==> config.mk <==
export PLATFORM = sky130hd
export DESIGN_NAME = gpx_regs
export DESIGN_NICKNAME = d
export VERILOG_FILES = /design/src/gpx_regs.v /design/src/gpx_pin_edge.v
export VERILOG_INCLUDE_DIRS = /design/src
export SDC_FILE = /design/constraint.sdc
export NUM_CORES = 1
export LEC_CHECK = 0
export ABC_AREA = 0
export CORE_MARGIN = 8
export CORE_UTILIZATION = 35
export DETAILED_ROUTE_END_ITERATION = 8
export DONT_BUFFER_PORTS = 1
export PLACE_DENSITY_LB_ADDON = 0.3
export RECOVER_POWER = 50
export SYNTH_ARGS = -nofsm -noshare
export SYNTH_HDL_FRONTEND = slang
export SYNTH_HIERARCHICAL = 1
export SYNTH_SLANG_ARGS = --single-unit
==> constraint.sdc <==
create_clock -name mclk -period 3.4 [get_ports mclk]
set_input_delay 0.68 -clock mclk [delete_from_list [all_inputs] [get_ports mclk]]
set_output_delay 0.68 -clock mclk [all_outputs]
set_load 0.02 [all_outputs]
==> src/gpx_consts.vh <==
// Register offsets, reset values and field positions of the 8-pin GPIO expander.
`ifndef GPX_CONSTS_VH
`define GPX_CONSTS_VH
`define GPX_ADDR_PIN_DATA        8'h00
`define GPX_ADDR_PIN_DIRECTION   8'h01
`define GPX_ADDR_PULL_HIGH       8'h02
`define GPX_ADDR_PULL_LOW        8'h03
`define GPX_ADDR_UNUSED_SLOT     8'h04
`define GPX_ADDR_EVENT_MASK      8'h05
`define GPX_ADDR_SENSE_UPPER     8'h06
`define GPX_ADDR_SENSE_LOWER     8'h07
`define GPX_ADDR_EVENT_ORIGIN    8'h08
`define GPX_ADDR_EVENT_FLAGS     8'h09
`define GPX_ADDR_LOGIC_MODE      8'h10
`define GPX_ADDR_LOGIC_TABLE_0   8'h11
`define GPX_ADDR_LOGIC_TABLE_1   8'h12
`define GPX_ADDR_LOGIC_TABLE_2   8'h13
`define GPX_ADDR_LOGIC_TABLE_3   8'h14
`define GPX_ADDR_LOGIC_TABLE_4   8'h15
`define GPX_ADDR_EXTRA           8'hab
`define GPX_RST_PIN_DATA         8'hff
`define GPX_RST_PIN_DIRECTION    8'hff
`define GPX_RST_PULL             8'h00
`define GPX_RST_EVENT_MASK       8'hff
`define GPX_RST_SENSE            8'h00
`define GPX_RST_ZERO             8'h00
`define GPX_UNUSED_READ          8'h00
`define GPX_SENSE_RISE           1
`define GPX_SENSE_FALL           0
`endif

==> src/gpx_regs.v <==
// Register file and pin logic of the 8-pin GPIO expander.
// Function
// - Data writes reach a pin only while that pin is an output.
// - Data reads return the real level on every pin.
// - Direction bit clear makes an output, set makes an input.
// - Direction holds eight bits and resets to all ones.
// - Upper sense register covers pins 7..4, resets to zero.
// - Lower sense register covers pins 3..0, resets to zero.
// - Mask bit clear lets that pin raise an event; resets all ones.
// - Pull-down bit set enables that pin's pull-down; resets zero.
`timescale 1ns/1ps
module gpx_regs
(
  input  wire       mclk,
  input  wire       rst_n,
  input  wire [7:0] reg_addr,
  input  wire [7:0] reg_wdata,
  input  wire       reg_wr,
  input  wire       reg_rd,
  output reg  [7:0] reg_rdata,
  input  wire [7:0] pin_in,
  output reg  [7:0] pin_out,
  output reg  [7:0] pin_oe,
  output reg  [7:0] pull_high_en,
  output reg  [7:0] pull_low_en,
  output reg        event_irq_n,
  output reg        boost_on
);
`include "gpx_consts.vh"

  // ----------------------------------------------------------------
  // Register storage and internal nets
  // ----------------------------------------------------------------
  // Truth tables 1, 3 and 4 hold no bits; their addresses read as zero.
  reg  [7:0] pin_data;
  reg  [7:0] pin_direction;
  reg  [7:0] event_mask;
  reg  [7:0] edge_sense_upper;
  reg  [7:0] edge_sense_lower;
  reg  [7:0] event_origin;
  reg  [7:0] edge_event_flags;
  reg  [7:0] logic_fn_mode;
  reg  [7:0] logic_table_0;
  reg  [7:0] logic_table_2;
  reg  [7:0] extra_settings;
  wire [7:0] pin_event;
  wire [15:0] sense_all;
  reg  [7:0] next_rdata;
  reg  [7:0] next_out;
  reg  [7:0] clr_origin;
  reg  [7:0] clr_flags;

  // Sense pairs for pins 7..4 sit above those for pins 3..0.
  assign sense_all = {edge_sense_upper, edge_sense_lower};

  // ----------------------------------------------------------------
  // Edge detection
  // ----------------------------------------------------------------
  // One edge detector per pin, two sense bits each.
  // A pin edge shows up as a one-cycle pulse from the clock edge that first samples it.
  genvar g;
  generate
    for (g = 0; g < 8; g = g + 1)
    begin : g_edge
      gpx_pin_edge u_edge
      (
        .mclk        (mclk),
        .rst_n       (rst_n),
        .level       (pin_in[g]),
        .sense       (sense_all[2*g+1:2*g]),
        .event_pulse (pin_event[g])
      );
    end
  endgenerate

  // ----------------------------------------------------------------
  // Register writes
  // ----------------------------------------------------------------
  // Writes: configuration registers and write-one-to-clear flags.
  always @*
  begin
    clr_origin = 8'h00;
    clr_flags  = 8'h00;
    if (reg_wr && reg_addr == `GPX_ADDR_EVENT_ORIGIN)
      clr_origin = reg_wdata;
    if (reg_wr && reg_addr == `GPX_ADDR_EVENT_FLAGS)
      clr_flags = reg_wdata;
  end

  // Store host writes and fold pin events into the two status registers.
  // Unused and unmapped addresses fall through the chain and change nothing.
  always @(posedge mclk)
  begin
    if (!rst_n)
    begin
      pin_data         <= `GPX_RST_PIN_DATA;
      pin_direction    <= `GPX_RST_PIN_DIRECTION;
      pull_high_en     <= `GPX_RST_PULL;
      pull_low_en      <= `GPX_RST_PULL;
      event_mask       <= `GPX_RST_EVENT_MASK;
      edge_sense_upper <= `GPX_RST_SENSE;
      edge_sense_lower <= `GPX_RST_SENSE;
      event_origin     <= `GPX_RST_ZERO;
      edge_event_flags <= `GPX_RST_ZERO;
      logic_fn_mode    <= `GPX_RST_ZERO;
      logic_table_0    <= `GPX_RST_ZERO;
      logic_table_2    <= `GPX_RST_ZERO;
      extra_settings   <= `GPX_RST_ZERO;
    end
    else
    begin
      // Event set wins over a clear in the same cycle.
      edge_event_flags <= (edge_event_flags & ~clr_flags) | pin_event;
      event_origin     <= (event_origin & ~clr_origin) | (pin_event & ~event_mask);
      if (reg_wr)
      begin
        if (reg_addr == `GPX_ADDR_PIN_DATA)
          pin_data <= reg_wdata;
        else if (reg_addr == `GPX_ADDR_PIN_DIRECTION)
          pin_direction <= reg_wdata;
        else if (reg_addr == `GPX_ADDR_PULL_HIGH)
          pull_high_en <= reg_wdata;
        else if (reg_addr == `GPX_ADDR_PULL_LOW)
          pull_low_en <= reg_wdata;
        else if (reg_addr == `GPX_ADDR_EVENT_MASK)
          event_mask <= reg_wdata;
        else if (reg_addr == `GPX_ADDR_SENSE_UPPER)
          edge_sense_upper <= reg_wdata;
        else if (reg_addr == `GPX_ADDR_SENSE_LOWER)
          edge_sense_lower <= reg_wdata;
        else if (reg_addr == `GPX_ADDR_LOGIC_MODE)
          logic_fn_mode <= reg_wdata;
        else if (reg_addr == `GPX_ADDR_LOGIC_TABLE_0)
          logic_table_0 <= reg_wdata;
        else if (reg_addr == `GPX_ADDR_LOGIC_TABLE_2)
          logic_table_2 <= reg_wdata;
        else if (reg_addr == `GPX_ADDR_EXTRA)
          extra_settings <= reg_wdata;
      end
    end
  end

  // ----------------------------------------------------------------
  // Read path
  // ----------------------------------------------------------------
  // Read mux; unmapped and unused addresses read a fixed value.
  always @*
  begin
    next_rdata = `GPX_UNUSED_READ;
    if (reg_addr == `GPX_ADDR_PIN_DATA)
      next_rdata = pin_in;
    else if (reg_addr == `GPX_ADDR_PIN_DIRECTION)
      next_rdata = pin_direction;
    else if (reg_addr == `GPX_ADDR_PULL_HIGH)
      next_rdata = pull_high_en;
    else if (reg_addr == `GPX_ADDR_PULL_LOW)
      next_rdata = pull_low_en;
    else if (reg_addr == `GPX_ADDR_EVENT_MASK)
      next_rdata = event_mask;
    else if (reg_addr == `GPX_ADDR_SENSE_UPPER)
      next_rdata = edge_sense_upper;
    else if (reg_addr == `GPX_ADDR_SENSE_LOWER)
      next_rdata = edge_sense_lower;
    else if (reg_addr == `GPX_ADDR_EVENT_ORIGIN)
      next_rdata = event_origin;
    else if (reg_addr == `GPX_ADDR_EVENT_FLAGS)
      next_rdata = edge_event_flags;
    else if (reg_addr == `GPX_ADDR_LOGIC_MODE)
      next_rdata = logic_fn_mode;
    else if (reg_addr == `GPX_ADDR_LOGIC_TABLE_0)
      next_rdata = logic_table_0;
    else if (reg_addr == `GPX_ADDR_LOGIC_TABLE_2)
      next_rdata = logic_table_2;
    else if (reg_addr == `GPX_ADDR_EXTRA)
      next_rdata = extra_settings;
  end

  // ----------------------------------------------------------------
  // Pin outputs
  // ----------------------------------------------------------------
  // Output value per pin, with the truth-table modes overriding pins 2 and 3.
  // Mode 11 is unused and leaves every pin on the data register.
  always @*
  begin
    next_out = pin_data;
    if (logic_fn_mode[1:0] == 2'b01)
      next_out[2] = logic_table_0[pin_in[1:0]];
    else if (logic_fn_mode[1:0] == 2'b10)
      next_out[3] = logic_table_2[pin_in[2:0]];
  end

  // Registered outputs toward the pins and the host.
  always @(posedge mclk)
  begin
    if (!rst_n)
    begin
      reg_rdata   <= `GPX_RST_ZERO;
      pin_out     <= `GPX_RST_PIN_DATA;
      pin_oe      <= 8'h00;
      event_irq_n <= 1'b1;
      boost_on    <= 1'b0;
    end
    else
    begin
      if (reg_rd)
        reg_rdata <= next_rdata;
      // A set direction bit clears the drive enable and releases the pin.
      // The event pin stays low while any unmasked event is still pending.
      // drive outputs only
      pin_out     <= next_out;
      pin_oe      <= ~pin_direction;
      event_irq_n <= ~(|event_origin);
      boost_on    <= extra_settings[1];
    end
  end
endmodule

==> src/gpx_pin_edge.v <==
// Edge detector for one pin with two sense bits selecting rising, falling or both.
`timescale 1ns/1ps
module gpx_pin_edge
(
  input  wire       mclk,
  input  wire       rst_n,
  input  wire       level,
  input  wire [1:0] sense,
  output reg        event_pulse
);
`include "gpx_consts.vh"

  reg prev_level;

  // Compare against the previous level and report a selected edge.
  always @(posedge mclk)
  begin
    if (!rst_n)
    begin
      // Track the pin during reset so the first cycle after it sees no false edge.
      prev_level  <= level;
      event_pulse <= 1'b0;
    end
    else
    begin
      prev_level  <= level;
      event_pulse <= (sense[`GPX_SENSE_RISE] & level & ~prev_level) |
                     (sense[`GPX_SENSE_FALL] & ~level & prev_level);
    end
  end
endmodule

==> impl_metrics.csv, run 1 <==
group,metric,value,unit
min_path,hold_class,"primary input to flip-flop",
grt,grt-ovfl-total,0,
grt,grt_pass1_vias,5329,
placement,place_ws,0.7554,ns
power_and_ir_drop,finalPower,3802,uW
power_and_ir_drop,power.leakage,0.002769,uW
die,dieArea,23540,sq um
sta,hold_violations,0,
sta,final_max_slew_viol_count,0,
drt,ant_nets,0,
sta,layout_setup_ws,1.152,ns
die,coreArea,18640,sq um
sta,tightest_slew,0.7365,ns
die,die_w,153.4,microns
critical_path,cp.required,3.71,ns
final_layout,diodes,0,
sta,setup-tns-final,0,ns
power_and_ir_drop,pwr_density_cell,518.6,nW/um^2
yosys,async_flop_share,0,%
power_and_ir_drop,p_sw_share,20.45,%
drt,drt_iter0_drc,539,
grt,grt_pass1_wl,32420,microns
die,die_y,153.4,microns
clock_network,max-clock-path-buffers,2,
clock_network,clk-insertion-delay-late,0.42,ns
die,num_rows,50,
clock_network,htreeDepth,4,
yosys,synth_edf_count,0,
yosys,synth_area,6611,sq um
clock_network,cts_hold_buf,0,
yosys,synth_fp_nets,736,
run_status,status,"finished clean",
yosys,synth_seq_area_share,44.21,%
critical_path,crit_fanout,10,
drt,viasPerCell,5.804,
sta,period_share,66.12,%
yosys,ys_types,55,
drt,vias,5398,
power_and_ir_drop,p_int,3024,uW
placement,place_congestion,0.9039,
yosys,yosys_warnings,6,
sta,rsz0062_at_grt,"false",
clock_network,cts_buffers,17,
sta,skew,0.008041,ns
placement,io_buffers,0,
yosys,syn_area_per_cell,9.338,sq um
yosys,ys_seq_elements,146,
final_layout,syn_to_final_growth,10.88,%
sta,max-slew-margin-rel,50.53,%
final_layout,drive_gt1_share,7.902,%
final_layout,layout.nets,713,
drt,first_pass_iters,5,
die,top_level_ports,70,
die,start_util,35.46,%
critical_path,rrSetupSlack,1.98,ns
clock_network,postCtsSetupBuffers,0,
clock_network,path_clk_slew,0.06,ns
sta,period_minus_slack,2.248,ns
power_and_ir_drop,switching_power,777.4,uW
power_and_ir_drop,peakVddDrop,0.1939,mV
yosys,postSynthCellCount,708,
clock_network,cts_root_buf,"clkbuf_16",
power_and_ir_drop,combPwrFrac,2.8,%
critical_path,startpoint_type,"primary input",
clock_network,cts.repair.resized,0,
clock_network,clock_sinks,146,
sta,fmax,0.4448,GHz
critical_path,critical_path_class,"primary input to flip-flop",
sta,setup_viol,0,
grt,grt_max_degree,148,
placement,dp_hpwl,14790,microns
drt,wl_per_cell,22.74,microns
power_and_ir_drop,power_frac_seq,45.7,%
power_and_ir_drop,clkPwrFrac,51.5,%
sta,whs,0.2772,ns
grt,grt_usage,17.98,%
critical_path,crit_path_end_kind,"flip-flop",
yosys,yosys_most_used_dff,"dfxtp_1",
flow_run,drv_cap,0,
grt,antenna_found_initial,0,
critical_path,cp_data_arrival_time,2.56,ns
clock_network,cts_tree,"done",
drt,drt_wl_total,21150,microns
drt,drc_errors,0,
-- synthesized netlist by cell type (6+ instances only) --
master	count	area share, %
nor3_1	8	0.61
o21a_1	16	1.8
clkbuf_1	34	1.9
nand3_1	47	3.6
nor2_1	11	0.62
o211ai_1	9	1.0
nor2b_1	69	6.5
inv_1	7	0.40
a22oi_1	9	1.0
buf_2	7	0.53
nand2_1	104	5.9
a21oi_1	11	0.83
nand2b_1	15	1.4
nand4b_1	16	2.1
a211oi_1	6	0.68
mux4_2	8	2.7
mux2i_1	44	6.7
o21ai_1	9	0.68
and3_1	6	0.57
nand3_2	6	0.91
dfxtp_1	146	44
o2111a_1	7	1.2
a21boi_1	38	4.3
o21ai_0	7	0.53
-- power groups by stage --
| stage | registers, uW | clock network (uW) | logic, uW |
|---|---|---|---|
| CTS | 1740 | 1990 | 106 |
| finish | 1740 | 1960 | 106 |
| global route | 1740 | 2070 | 113 |
| global placement | 1780 | 0 | 105 |
| detailed placement | 1780 | 0 | 106 |
| floorplan | 1770 | 0 | 137 |
-- critical path: stages --
cell and delay (ns):
or3_1 0.55, nor2_1 0.44, nand3_1 0.51, mux2i_1 0.31, nor2b_1 0.06
-- final timing paths --
path / startpoint / end / cells after the start
max reg2reg: logic_table_0[7] / reg_rdata[7] / 4
min reg2reg: pin_data[6] / pin_out[6] / 1
max: reg_addr[7] / logic_fn_mode[7] / 5
min: pin_in[1] / g_edge[1].u_edge/prev_level / 0
-- cells in the final DEF, fill, tap and decap left out, types with 12 or more instances in the layout --
cell / synthesis / final
nand2b_1: 15 / 15
nand4b_1: 16 / 16
dfxtp_1: 146 / 146
clkbuf_16: 0 / 17
nand3_1: 47 / 50
a21boi_1: 38 / 38
nor2_1: 11 / 12
nor2b_1: 69 / 69
o21a_1: 16 / 16
nand2_1: 104 / 104
mux2i_1: 44 / 44
-- layer usage --
metal | track usage [%] | part of all wire, % | vias up
li1 | - | - | 2510
met1 | 20.96 | 41 | 2639
met2 | 30.05 | 48 | 207
met3 | 6.033 | 8.5 | 42
met4 | 6.953 | 2.7 | 0
met5 | 0 | 0 | -
-- kinds of logic (layout without fill, tap and decap cells) --
logic type | after synthesis | in the layout | share of synthesized area, %
simple gates | 303 | 303 | 25.21
compound gates | 154 | 154 | 17.71
flops | 146 | 146 | 44.21
mux | 53 | 53 | 9.557
buf+inv | 52 | 40 | 3.312
-- final cells by class --
class | count | area [sq um]
clock inverter | 8 | 125.1
fill | 1871 | 11310
inverter | 7 | 26.28
timing repair buffer | 3 | 22.52
sequential | 146 | 2923
clock buffer | 22 | 494.2
multi-input combinational | 510 | 3447
tap | 234 | 292.8
-- metrics by stage --
step           instance area [sq um]  util (%)  instances
6_report                        7331     39.32        930
5_1_grt                         7331     39.32        930
3_5_place_dp                    6734     36.12        900
2_1_floorplan                   6611         -        708
3_3_place_gp                    6734     36.12        900
4_1_cts                         7353     39.44        930
Note: power is estimated with default switching activity, not from simulation.
==> run 2, diff against run 1 <==
- clock period: 3.4 -> 1.85 ns (I/O delays scaled with it)
==> run 2 against run 1 <==
Clock skew is 0.0011 ns higher; design area is 5.1% higher; global-route usage is 0.48 points higher; total power is 81% higher; critical endpoint is now reg_rdata[7]; non-clock buffer count is 46 higher.
==> impl_metrics.csv, run 2 (synthesis gave the netlist of run 1 again) <==
group,metric,value,unit
critical_path,startpoint_type,"primary input",
min_path,hold_class,"primary input to flip-flop",
placement,place_ws,-0.2550,ns
clock_network,clk-insertion-delay-late,0.43,ns
final_layout,layout.nets,759,
sta,tightest_slew,0.6566,ns
clock_network,path_clk_slew,0.06,ns
sta,period_minus_slack,1.692,ns
drt,first_pass_iters,5,
grt,grt-ovfl-total,0,
die,start_util,35.46,%
drt,drc_errors,0,
drt,viasPerCell,5.703,
critical_path,slowest_delay,0.43,ns
critical_path,crit_fanout,9,
final_layout,diodes,0,
final_layout,most-common-layout-cells,"dfxtp_1, nand2_1, nor2b_1, nand3_1, mux2i_1",
critical_path,critical_path_class,"primary input to flip-flop",
clock_network,cts_buffers,17,
final_layout,syn_to_final_growth,16.54,%
critical_path,cp_data_arrival_time,1.95,ns
placement,place_area,7072,sq um
final_layout,final_area,7705,sq um
final_layout,drive_gt1_share,12.55,%
drt,ant_nets,0,
die,die_y,153.4,microns
die,top_level_ports,70,
die,coreArea,18640,sq um
die,num_rows,50,
clock_network,max-clock-path-buffers,2,
placement,io_buffers,0,
drt,drt_iter0_drc,595,
sta,fmax,0.5912,GHz
grt,grt_max_degree,148,
power_and_ir_drop,peakVddDrop,0.3872,mV
critical_path,cp.required,2.11,ns
power_and_ir_drop,power.leakage,0.002988,uW
grt,grt_pass1_wl,33160,microns
sta,period_share,91.44,%
die,die_w,153.4,microns
sta,hold_violations,0,
critical_path,cp_slowest_cell,"or3_1",
grt,grt_pass1_vias,5478,
sta,skew,0.009162,ns
drt,drt_wl_total,21800,microns
sta,whs,0.02642,ns
sta,layout_setup_ws,0.1584,ns
clock_network,clock_sinks,146,
critical_path,path_cells,"or3_1 > buf_4 > nor3_1 > o21ai_0 > a222oi_1 > o211ai_1",
clock_network,htreeDepth,4,
drt,wl_per_cell,22.36,microns
placement,dp_hpwl,15280,microns
power_and_ir_drop,pwr_density_cell,892.5,nW/um^2
sta,rsz0062_at_grt,"false",
flow_run,drv_cap,0,
drt,vias,5560,
die,dieArea,23540,sq um
final_layout,layout_commonest_cell,"dfxtp_1",
placement,place_congestion,0.8727,
sta,max-slew-margin-rel,56.22,%
sta,final_max_slew_viol_count,0,
grt,antenna_found_initial,0,
grt,grt_usage,18.46,%
sta,setup_viol,0,
clock_network,cts_root_buf,"clkbuf_16",
run_status,status,"finished clean",
clock_network,cts_tree,"done",
critical_path,crit_path_end_kind,"flip-flop",
run 2: what timing repair did:
action / 4_1_cts / 5_1_grt
hold buffers: 8 / 0
endpoints found under the hold margin: 8 / 0
setup buffers: 0 / 0
endpoints found under the setup margin: 0 / 0
resized for setup: 0 / 0
run 2: worst max-delay path: cells and delay by family:
| family | cells | cell delay (ns) |
|---|---|---|
| and+or+nand+nor | 2 | 0.65 |
| AOI/OAI and AO/OA | 3 | 0.72 |
| buffers and inverters | 1 | 0.21 |
run 2: metrics by stage:
stage               utilization, %  instances  TNS (ns)  total power [uW]
finish                       41.33        975         0              6877
global route                 41.33        975         0              7069
CTS                          41.46        975         0              6927
detailed placement           37.93        938    -7.642              3489
global placement             37.93        938    -7.226              3487
floorplan                        -        708   -0.1571              3510
run 2: report_power, final:
part	total (uW)	internal (uW)	switching, uW
logic	240	135	105
clock network	3440	2130	1310
registers	3200	3170	30.3
run 2: routing by layer:
metal | wire length, microns | global-route usage, % | up-vias
met4 | 767 | 8.399 | 0
met1 | 8867 | 21.51 | 2680
li1 | - | - | 2600
met5 | 0 | 0 | -
met2 | 10380 | 30.43 | 227
met3 | 1786 | 5.977 | 53
run 2: final timing paths:
check	startpoint	to	slack, ns	cells past startpoint
worst max-delay path	reg_addr[5]	reg_rdata[7]	0.16	6
worst min-delay path	rst_n	event_mask[7]	0.03	1
worst max register to register	logic_table_0[7]	reg_rdata[7]	0.43	4
worst min register to register	pin_data[7]	pin_out[7]	0.44	1
run 2: area by class of cell:
type	instances	area, sq um
Multi-Input combinational cell	510	3471
Fill cell	1816	10940
Sequential cell	146	2923
Clock buffer	19	442.9
Tap cell	234	292.8
Clock inverter	10	135.1
Timing Repair Buffer	49	414.1
Inverter	7	26.28
